File: src/rtl/xcs_map.vh
`ifndef XCS_MAP_VH
`define XCS_MAP_VH
// ----------------------------------------
// opcode patterns
// ----------------------------------------
`define XCS_OP_XORL      6'h3A
`define XCS_OP_XORF      6'h06
`define XCS_OP_CALL      3'h4
`define XCS_OP_BTSC      4'h6
// ----------------------------------------
// field positions
// ----------------------------------------
`define XCS_TOP6_HI      13
`define XCS_TOP6_LO      8
`define XCS_TOP3_LO      11
`define XCS_TOP4_LO      10
`define XCS_DEST_BIT     7
`define XCS_BIT_HI       9
`define XCS_BIT_LO       7
`define XCS_DEST_ACC     1'h0
`define XCS_DEST_FILE    1'h1
// ----------------------------------------
// phases and cycle counts
// ----------------------------------------
`define XCS_PH_DECODE    2'h0
`define XCS_PH_READ      2'h1
`define XCS_PH_PROC      2'h2
`define XCS_PH_WRITE     2'h3
`define XCS_CALL_CYCLES  2
// ----------------------------------------
// reset values
// ----------------------------------------
`define XCS_ACC_RST      8'h00
`define XCS_PC_RST       13'h0000
`endif

File: src/rtl/xcs_phase_seq.v
`timescale 1ns/1ps
`include "xcs_map.vh"
module xcs_phase_seq (
	// clock and reset
	input  wire       clk_sys,
	input  wire       sys_rst,
	// phase outputs
	output reg  [1:0] phase_reg,
	output reg        cycle_end_reg
);
	// ----------------------------------------
	// four-phase counter
	// ----------------------------------------
	always @(posedge clk_sys or posedge sys_rst) begin
		if (sys_rst) begin
			phase_reg     <= `XCS_PH_DECODE;
			cycle_end_reg <= 1'b0;
		end else begin
			phase_reg     <= phase_reg + 2'h1;
			cycle_end_reg <= (phase_reg == `XCS_PH_PROC);
		end
	end
endmodule // xcs_phase_seq

File: src/rtl/xcs_exec.v
// Summary of operation
// - A call takes two instruction cycles of four phases each.
// - Call cycle one decodes, reads the target and pushes pc plus one, processes, writes the pc.
// - Call cycle two is four no-operation phases while the pipeline refills.
// - A taken skip adds one all-no-operation cycle that discards the next instruction.
// - Bit-test-skip-if-clear decodes, reads the file, tests the bit, and writes nothing.
// - Literal xor is decoded from top six bits 111010 with an eight-bit literal below.
// - Literal xor puts accumulator xor literal into the accumulator in one cycle.
// - File xor is decoded from top six bits 000110, a destination bit, a seven-bit address.
// - File xor destination 0 writes the accumulator, 1 writes the file register.
// - Call is decoded from top three bits 100 with an eleven-bit target below.
`timescale 1ns/1ps
`include "xcs_map.vh"
module xcs_exec (
	// clock and reset
	input  wire        clk_sys,
	input  wire        sys_rst,
	// instruction fetch
	input  wire [13:0] instr_word,
	output reg         fetch_strobe_reg,
	// register file
	input  wire [7:0]  file_rd_data,
	output reg  [6:0]  file_addr_reg,
	output reg  [7:0]  file_wr_data_reg,
	output reg         file_wr_en_reg,
	// stack and program counter
	input  wire [1:0]  pc_high_latch,
	output reg  [12:0] pc_reg,
	output reg  [12:0] stack_push_data_reg,
	output reg         stack_push_reg,
	// status
	output reg  [7:0]  acc_reg,
	output reg         zero_flag_reg,
	output reg         zero_wr_reg,
	output reg  [1:0]  phase_out_reg,
	output reg         nop_cycle_reg
);
	// ----------------------------------------
	// decode classes
	// ----------------------------------------
	localparam CLS_NONE = 3'h0;
	localparam CLS_XORL = 3'h1;
	localparam CLS_XORF = 3'h2;
	localparam CLS_CALL = 3'h3;
	localparam CLS_BTSC = 3'h4;

	wire [1:0] phase;
	wire       cycle_end;
	reg  [2:0] cls_reg;
	reg  [2:0] cls_next;
	reg [13:0] ir_reg;
	reg  [7:0] operand_reg;
	reg  [7:0] result_reg;
	reg        skip_reg;
	reg        flush_reg;
	wire [7:0] xor_res;
	wire [2:0] bit_sel;

	xcs_phase_seq u_seq (
		.clk_sys       (clk_sys),
		.sys_rst       (sys_rst),
		.phase_reg     (phase),
		.cycle_end_reg (cycle_end)
	);

	assign xor_res = acc_reg ^ operand_reg;
	assign bit_sel = ir_reg[`XCS_BIT_HI:`XCS_BIT_LO];

	// ----------------------------------------
	// instruction decode
	// ----------------------------------------
	always @* begin
		cls_next = CLS_NONE;
		if (instr_word[`XCS_TOP6_HI:`XCS_TOP6_LO] == `XCS_OP_XORL) begin
			cls_next = CLS_XORL;
		end else if (instr_word[`XCS_TOP6_HI:`XCS_TOP6_LO] == `XCS_OP_XORF) begin
			cls_next = CLS_XORF;
		end else if (instr_word[`XCS_TOP6_HI:`XCS_TOP3_LO] == `XCS_OP_CALL) begin
			cls_next = CLS_CALL;
		end else if (instr_word[`XCS_TOP6_HI:`XCS_TOP4_LO] == `XCS_OP_BTSC) begin
			cls_next = CLS_BTSC;
		end
	end

	// ----------------------------------------
	// phase execution
	// ----------------------------------------
	always @(posedge clk_sys or posedge sys_rst) begin
		if (sys_rst) begin
			cls_reg             <= CLS_NONE;
			ir_reg              <= 14'h0000;
			operand_reg         <= 8'h00;
			result_reg          <= 8'h00;
			skip_reg            <= 1'b0;
			flush_reg           <= 1'b0;
			fetch_strobe_reg    <= 1'b0;
			file_addr_reg       <= 7'h00;
			file_wr_data_reg    <= 8'h00;
			file_wr_en_reg      <= 1'b0;
			pc_reg              <= `XCS_PC_RST;
			stack_push_data_reg <= `XCS_PC_RST;
			stack_push_reg      <= 1'b0;
			acc_reg             <= `XCS_ACC_RST;
			zero_flag_reg       <= 1'b0;
			zero_wr_reg         <= 1'b0;
			phase_out_reg       <= `XCS_PH_DECODE;
			nop_cycle_reg       <= 1'b0;
		end else begin
			phase_out_reg    <= phase;
			fetch_strobe_reg <= 1'b0;
			file_wr_en_reg   <= 1'b0;
			stack_push_reg   <= 1'b0;
			zero_wr_reg      <= 1'b0;
			case (phase)
			`XCS_PH_DECODE: begin
				if (flush_reg) begin
					cls_reg       <= CLS_NONE;
					nop_cycle_reg <= 1'b1;
				end else begin
					cls_reg       <= cls_next;
					ir_reg        <= instr_word;
					file_addr_reg <= instr_word[6:0];
					nop_cycle_reg <= 1'b0;
				end
			end
			`XCS_PH_READ: begin
				case (cls_reg)
				CLS_XORL: operand_reg <= ir_reg[7:0];
				CLS_XORF: operand_reg <= file_rd_data;
				CLS_BTSC: operand_reg <= file_rd_data;
				CLS_CALL: begin
					stack_push_data_reg <= pc_reg + 13'h0001;
					stack_push_reg      <= 1'b1;
				end
				default: operand_reg <= operand_reg;
				endcase
			end
			`XCS_PH_PROC: begin
				result_reg <= xor_res;
				skip_reg   <= (cls_reg == CLS_BTSC) && !operand_reg[bit_sel];
			end
			`XCS_PH_WRITE: begin
				flush_reg        <= 1'b0;
				fetch_strobe_reg <= cycle_end;
				pc_reg           <= pc_reg + 13'h0001;
				case (cls_reg)
				CLS_XORL: begin
					acc_reg       <= result_reg;
					zero_flag_reg <= (result_reg == 8'h00);
					zero_wr_reg   <= 1'b1;
				end
				CLS_XORF: begin
					if (ir_reg[`XCS_DEST_BIT] == `XCS_DEST_ACC) begin
						acc_reg <= result_reg;
					end else begin
						file_wr_data_reg <= result_reg;
						file_wr_en_reg   <= 1'b1;
					end
					zero_flag_reg <= (result_reg == 8'h00);
					zero_wr_reg   <= 1'b1;
				end
				CLS_CALL: begin
					pc_reg    <= {pc_high_latch, ir_reg[10:0]};
					flush_reg <= 1'b1;
				end
				CLS_BTSC: begin
					flush_reg <= skip_reg;
				end
				default: flush_reg <= 1'b0;
				endcase
			end
			default: cls_reg <= CLS_NONE;
			endcase
		end
	end
endmodule // xcs_exec

File: config.mk
export PLATFORM = sky130hd
export DESIGN_NAME = xcs_exec
export DESIGN_NICKNAME = d
export VERILOG_FILES = /design/src/rtl/xcs_phase_seq.v /design/src/rtl/xcs_exec.v
export VERILOG_INCLUDE_DIRS = /design/src /design/src/rtl
export SDC_FILE = /design/constraint.sdc
export NUM_CORES = 1
export LEC_CHECK = 0
export BUFFER_PORTS_ARGS = -buffer_cell sky130_fd_sc_hd__buf_2
export CELL_PAD_IN_SITES_DETAIL_PLACEMENT = 0
export CELL_PAD_IN_SITES_GLOBAL_PLACEMENT = 1
export CORE_MARGIN = 2
export CORE_UTILIZATION = 42
export DETAILED_ROUTE_END_ITERATION = 10
export PLACE_DENSITY = 0.78
export RECOVER_POWER = 50
export SYNTH_ARGS = -nofsm -noshare
export SYNTH_HDL_FRONTEND = slang
export SYNTH_SLANG_ARGS = --single-unit
File: constraint.sdc
create_clock -name clk_sys -period 3 [get_ports clk_sys]
set_input_delay 0.6 -clock clk_sys [delete_from_list [all_inputs] [get_ports clk_sys]]
set_output_delay 0.6 -clock clk_sys [all_outputs]
set_load 0.05 [all_outputs]
# Yosys cells after proc, flatten, opt, wreduce, memory -nomap -nowiden
# Index checks and enable logic that the tools add are counted.
# word_totals
word_cells,72
mem_bits_ro,0
mem_bits_rw,0
latchBits,0
n_memories,0
input_bits,26
regBits,92
out_inout_bits,57
# op_classes
div_mod_pow,0
order_cmp,1
reduce_logical,14
add_sub_neg,2
n_shift,0
bitwise,2
n_mul,0
n_eq_ne,12
n_mux,21
# op_table
cell,count
$pmux W8 S2,2
$mux W3,5
$add A13 B1 Y13 const B,1
$mux W13,1
$mux W1,10
$logic_not A8 Y1,1
$mux W8,1
$reduce_and A2 Y1,4
$xor A8 B8 Y8,1
$eq A3 B2 Y1 const B,2
$eq A3 B3 Y1 const B,2
$eq A6 B3 Y1 const B,1
$eq A6 B6 Y1 const B,1
$reduce_and A3 Y1,2
$eq A2 B2 Y1 const B,2
$eq A4 B3 Y1 const B,1
$lt A3 B4 Y1 const B,1
$reduce_bool A2 Y1,2
$reduce_or A2 Y1,2
$bmux W1 S3,1
$eq A3 B1 Y1 const B,1
$add A2 B1 Y2 const B,1
$eq A2 B1 Y1 const B,1
$logic_not A2 Y1,1
other kinds (5),5

# Logic depth before layout (Yosys ltp)
# Gate-level depths: netlist (run 1).
# logic_depth
word_depth,6
mapped_depth,7
mapped_depth_nobuf,5

# Cells and area by module
# From an unflattened synthesis (run 1), not the netlist that was laid out.
# hier_totals
cells_unflattened,352
area_unflattened_um2,3901.2
# by_module_without_submodules
mod,cells_each,area_per_inst_um2,n_inst,seq_area_each_um2
xcs_exec,345,3802.4,1,2052.0
xcs_phase_seq,7,98.8,1,75.1

# Least setup slack after synthesis (run 1)
# Ideal clock, no wire load.
# synth_path
path_kind,register to register
startpoint,reg pc_reg[0]
endpoint,reg pc_reg[12]
arrival_ns,1.789
path_stages_with_launch,6
synth_period_minus_slack_ns,1.869
required_ns,2.920
slack_ns,1.131
n_path_buf,0
setup_time_ns,0.080
cell_sequence,dfrtp_1 -> ha_1 -> and4_1 -> nand4_1 -> a21boi_0 -> a2bb2oi_1
# synth_via
elab_chain_cells,2
# synth_rtl
element,line,rtl
"start, declared",xcs_exec.v:28,"output reg [12:0] pc_reg,"
"start signal, assigned",xcs_exec.v:100,pc_reg <= `XCS_PC_RST;
"start signal, assigned",xcs_exec.v:145,pc_reg <= pc_reg + 13'h0001;
"start signal, assigned",xcs_exec.v:163,"pc_reg <= {pc_high_latch, ir_reg[10:0]};"
$add A13 B1 Y13,xcs_exec.v:145,
$mux W13,xcs_exec.v:146,case (cls_reg)
# Every way passes these cells.
# A chain may end at the register's enable or synchronous reset.

# Worst setup path in the final report (run 1)
# layout_path
startpoint,reg cls_reg[0]
endpoint,reg pc_reg[7]
# layout_via
elab_chain_cells,2
# layout_rtl
element,line,rtl
"start, declared",xcs_exec.v:49,reg [2:0] cls_reg;
"start signal, assigned",xcs_exec.v:120,cls_reg <= cls_next;
$eq A3 B2 Y1,xcs_exec.v:146,
$mux W13,xcs_exec.v:146,
# Every way passes these cells.

==> reports/qor.yml, run 1 <==
synthesis:
  ys_ff_latch: 85
  synthesis.nets: 402
  syn_avg_cell_area_um2: 10.6
  synth_edf_count: 0
  synth_flop_cell: "dfrtp_1"
  synth-seq-area-share_pct: 54.2
  synth_area_um2: 3920
  async_flop_share_pct: 100
  postSynthCellCount: 371
  ys_warn_count: 0
  ys_types: 45
finish:
  fin_area_um2: 4540
  areaGrowthSynthToFinish_pct: 15.7
  nets: 474
  finalNonFillerCells: 559
  drive_above_1_share_pct: 27.0
  n_antenna_cell: 0
  fillers: 906
clock_network:
  cts_setup_buffers: 0
  cts_tree: "done"
  cts_made_buffers: 9
  ctsHtreeMaxLevel: 3
  clk_pin_slew_ns: 0.08
  cts.path.max_buffers: 2
  cts_sinks: 85
  clk_latency_ns: 0.35
  ctsResizeCount: 0
  cts_root_buffer: "clkbuf_8"
  cts_hold_buffers: 0
drt:
  final_antenna_net_count: 0
  vias: 2917
  via_per_inst: 5.22
  wire_per_inst_um: 15.5
  drtIter0Drc: 120
  routed_wl_mm: 8.68
  dr.pass1.iters: 4
  drc: 0
placed_design:
  postPlaceCellArea_um2: 4380
  dp_cells: 543
  port_buffers: 82
  place.gp.congestion: 0.763
  dp_hpwl_mm: 6.34
power_and_ir_drop:
  seq_power_share_pct: 46.3
  p_clk_share_pct: 21.2
  power_leakage_nw: 2.17
  pwr-share-comb_pct: 32.5
  p_sw_share_pct: 41.8
  p_int_mw: 2.08
  vdd_ir_drop_max_mv: 0.327
  p_sw_mw: 1.50
  powerDensity_nw_per_um2: 790
critical_path:
  startpoint: "cls_reg[0]"
  path_max_fanout: 31
  cp_data_arrival_time_ns: 2.39
  cp-end-kind: "register"
  crit_path_start_kind: "register"
  required_ns: 3.23
  r2r-start: "cls_reg[0]"
  critical_path_class: "register to register"
min_path:
  worst_hold_startpoint: "u_seq.phase_reg[1]"
  min_path_type: "register to register"
die:
  initial_core_util_pct: 42.9
  rows: 35
  ioPinCount: 83
  core_um2: 9150
  dieHeight_um: 101
  die_x_um: 101
  dieArea_um2: 10100
global_routing:
  grt_pass1_wl_mm: 13.8
  grt.overflow.total: 0
  grt_antenna_before_repair: 0
  track_usage_pct: 17.7
  grt_max_degree: 39
  grt_pass1_vias: 2726
sta:
  finalCritPeriodShare_pct: 72.1
  min_period_ns: 2.16
  rsz0062_at_grt: "no"
  fmax_ghz: 0.462
  slew_violations: 39
  finalSetupViolCount: 0
  clock_skew_ns: 0.0116
  relSlewSlack_pct: -10.2
  hold_viol: 0
  setup_tns_ns: 0
  max_slew.worst_pin.slew_ns: 1.64
run_status:
  outcome: "finished, violations left"
  violations: "max-capacitance violations, max-slew violations"
flow_run:
  cap_violations: 1
-- synth_stat cells, types with 3 or more instances --
| master | count | area share [%] |
|---|---|---|
| nand2_1 | 62 | 5.9 |
| inv_1 | 14 | 1.3 |
| a21boi_0 | 5 | 0.96 |
| buf_4 | 8 | 1.5 |
| ha_1 | 5 | 1.6 |
| o21ai_0 | 36 | 4.6 |
| xnor2_1 | 13 | 2.9 |
| buf_2 | 5 | 0.64 |
| nand3_1 | 7 | 0.89 |
| nor2_1 | 15 | 1.4 |
| and4_1 | 3 | 0.67 |
| nand4_1 | 4 | 0.64 |
| mux2_2 | 18 | 5.2 |
| o22ai_1 | 5 | 0.80 |
| clkbuf_1 | 10 | 0.96 |
| a2bb2oi_1 | 5 | 1.1 |
| xor2_1 | 7 | 1.6 |
| a21oi_1 | 17 | 2.2 |
| mux2i_1 | 9 | 2.3 |
| dfrtp_1 | 85 | 54 |
-- final timing paths --
check	to	slack, ns	depth (start not counted)
min	phase_out_reg[1]	0.44	0
max	pc_reg[7]	0.84	5
min reg2reg	phase_out_reg[1]	0.44	0
max in group asynchronous	acc_reg[4]	0.92	3
min in group asynchronous	zero_wr_reg	0.63	2
max reg2reg	pc_reg[7]	0.84	5
-- placed cells by master, fill, tap and decap left out, types with 7 or more instances in the layout --
| master | instances |
|---|---|
| nor2_1 | 15 |
| dfrtp_1 | 85 |
| mux2i_1 | 9 |
| nand2_1 | 62 |
| xor2_1 | 7 |
| nand3_1 | 7 |
| clkbuf_1 | 10 |
| mux2_2 | 18 |
| o21ai_0 | 36 |
| inv_1 | 13 |
| a21oi_1 | 17 |
| buf_2 | 74 |
| xnor2_1 | 13 |
| clkbuf_8 | 11 |
-- area by class of cell --
type	instances	area [um2]	share of cell area, %
sequential	85	2130	46.9
multi-input combinational	247	1610	35.5
timing repair buffer	86	420	9.27
clock buffer	11	151	3.34
tap	111	139	3.06
inverter	14	53.8	1.19
clock inverter	5	35.0	0.772
-- power groups by stage --
stage	Clock (mW)	Combinational, mW	Sequential [mW]
after floorplan	0	0.433	2.12
after global placement	0	1.16	1.67
after detailed placement	0	1.18	1.68
after CTS	0.775	1.18	1.66
after global routing	0.824	1.24	1.70
final	0.760	1.16	1.66
-- routing by layer --
metal	up-vias	part of all wire, %	track usage (%)	wire, um
met5	-	0	0	0
met4	0	1.3	6.64	112
met3	10	4.1	2.57	353
met2	73	48	27.7	4180
met1	1419	47	25.0	4040
li1	1415	-	-	-
-- worst max-delay path, stage by stage, from the launching register on --
cell      delay (ns)
dfrtp_1         0.49
nand3b_1        0.13
clkbuf_1        0.90
o21ai_0         0.25
a21oi_1         0.22
a21oi_1         0.05
-- stage by stage --
step | setup WS [ns] | util, % | total power [mW] | hold slack [ns]
floorplan | 0.207 | - | 2.55 | 0.401
global placement | 1.08 | 47.9 | 2.83 | 0.406
detailed placement | 1.02 | 47.9 | 2.86 | 0.429
CTS | 1.02 | 49.9 | 3.62 | 0.333
global route | 0.506 | 49.6 | 3.76 | 0.435
finish | 0.836 | 49.6 | 3.58 | 0.436
-- cell families after synthesis --
group / after synthesis / synth area share, %
AO/OA/AOI/OAI: 82 / 12.9
XOR/XNOR: 20 / 4.47
adder cells (fa/ha/maj): 5 / 1.59
buffers and inverters: 39 / 4.72
flip-flops: 85 / 54.2
multiplexers: 29 / 8.61
AND/OR/NAND/NOR: 111 / 13.5
(Power assumes the default switching activity.)
==> inputs of run 2 (changes only) <==
--- a/config.mk
+++ b/config.mk
@@ -10,9 +10,9 @@
 export CELL_PAD_IN_SITES_DETAIL_PLACEMENT = 0
 export CELL_PAD_IN_SITES_GLOBAL_PLACEMENT = 1
 export CORE_MARGIN = 2
-export CORE_UTILIZATION = 42
+export CORE_UTILIZATION = 38
 export DETAILED_ROUTE_END_ITERATION = 10
-export PLACE_DENSITY = 0.78
+export PLACE_DENSITY = 0.75
 export RECOVER_POWER = 50
 export SYNTH_ARGS = -nofsm -noshare
 export SYNTH_HDL_FRONTEND = slang
==> constraint.sdc (replaced) <==
create_clock -name clk_sys -period 1.94 [get_ports clk_sys]
set_input_delay 0.388 -clock clk_sys [delete_from_list [all_inputs] [get_ports clk_sys]]
set_output_delay 0.388 -clock clk_sys [all_outputs]
set_load 0.05 [all_outputs]
==> reports/qor.yml, run 2 (same netlist as run 1, synthesis figures left out) <==
clock_network:
  cts_root_buffer: "clkbuf_8"
  cts_sinks: 85
  cts_tree: "done"
  cts_made_buffers: 9
  cts_setup_buffers: 0
  ctsResizeCount: 0
  cts_hold_buffers: 0
  clk_pin_slew_ns: 0.08
  cts.path.max_buffers: 2
  ctsHtreeMaxLevel: 3
  clk_latency_ns: 0.36
drt:
  wire_per_inst_um: 15.4
  vias: 2892
  drc: 0
  via_per_inst: 4.90
  routed_wl_mm: 9.10
  dr.pass1.iters: 4
  drtIter0Drc: 153
  final_antenna_net_count: 0
sta:
  clock_skew_ns: 0.0117
  slew_violations: 0
  finalCritPeriodShare_pct: 87.5
  setup_tns_ns: 0
  finalSetupViolCount: 0
  rsz0062_at_grt: "no"
  relSlewSlack_pct: 25.5
  hold_viol: 0
  fmax_ghz: 0.589
  setup_ws_ns: 0.243
  min_period_ns: 1.70
  max_slew.worst_pin.slew_ns: 1.11
  timing.hold.ws_ns: 0.205
die:
  die_x_um: 106
  dieHeight_um: 106
  initial_core_util_pct: 38.5
  ioPinCount: 83
  core_um2: 10200
  dieArea_um2: 11200
  rows: 37
placed_design:
  post-place-ws_ns: 0.253
  postPlaceCellArea_um2: 4470
  place.gp.congestion: 0.779
  port_buffers: 82
  dp_hpwl_mm: 6.62
  dp_cells: 575
global_routing:
  grt.overflow.total: 0
  grt_pass1_vias: 2809
  grt_antenna_before_repair: 0
  track_usage_pct: 17.4
  grt_max_degree: 40
  grt_pass1_wl_mm: 14.9
flow_run:
  cap_violations: 0
critical_path:
  reg2reg_slack_ns: 0.24
  path_max_fanout: 8
  required_ns: 2.23
  cp_data_arrival_time_ns: 1.99
  critical_path_class: "register to register"
  crit_path_start_kind: "register"
  cp-end-kind: "register"
finish:
  n_antenna_cell: 0
  layout_commonest_cell: "dfrtp_1"
  finalNonFillerCells: 590
  drive_above_1_share_pct: 26.9
  areaGrowthSynthToFinish_pct: 17.9
  nets: 481
  final_cell_mix: "85 x dfrtp_1, 72 x buf_2, 62 x nand2_1"
  fin_area_um2: 4620
power_and_ir_drop:
  powerDensity_nw_per_um2: 1220
  power_leakage_nw: 2.20
  vdd_ir_drop_max_mv: 0.656
min_path:
  min_path_type: "input port to register"
run_status:
  outcome: "finished clean"
run 2: changes by cell type in the layout (fill, tap and decap cells not counted), sizes merged:
cell	delta
clkinv	-4
buf	+4
clkinvlp	-1
bufinv	+1
clkbuf	+6
run 2: worst max-delay path: stages (launching register included):
cell and delay, ns:
dfrtp_1 0.45, ha_1 0.29, and4_1 0.31, nand4_1 0.19, a21boi_0 0.22, a2bb2oi_1 0.17
run 2: stage by stage:
| stage | util (%) | power, mW |
|---|---|---|
| floorplan | - | 3.95 |
| global placement | 43.9 | 4.40 |
| detailed placement | 43.9 | 4.44 |
| CTS | 45.8 | 5.72 |
| global route | 45.4 | 5.94 |
| finish | 45.4 | 5.65 |
run 2: path summary, 6_finish.rpt:
path	start	endpoint	cells past startpoint
setup / recovery	pc_reg[0]	pc_reg[8]	5
hold / removal	instr_word[2]	file_addr_reg[2]	3
setup reg to reg	pc_reg[0]	pc_reg[8]	5
hold reg to reg	u_seq.phase_reg[1]	phase_out_reg[1]	0
max in group asynchronous	sys_rst	stack_push_data_reg[10]	3
min in group asynchronous	sys_rst	result_reg[2]	2
run 2: area by class of cell:
class / count / area (um2)
Sequential cell: 85 / 2130
Clock buffer: 14 / 163
Tap cell: 136 / 170
Clock inverter: 1 / 30.0
Multi-Input combinational cell: 247 / 1610
Inverter: 14 / 53.8
Timing Repair Buffer: 93 / 470
Fill cell: 1004 / 5560
run 2: where the power goes:
group,internal (mW),total (mW),switching [mW]
sequential,2.14,2.57,0.427
combinational,0.547,1.81,1.26
clock,0.661,1.28,0.614
total,3.35,5.65,2.30
run 2: metal layers:
metal	vias to the layer above	GRT usage, %	part of all wire (%)
li1	1429	-	-
met1	1395	24.4	48
met2	57	26.6	47
met3	11	3.09	3.3
met4	0	7.33	2.0
met5	-	0	0
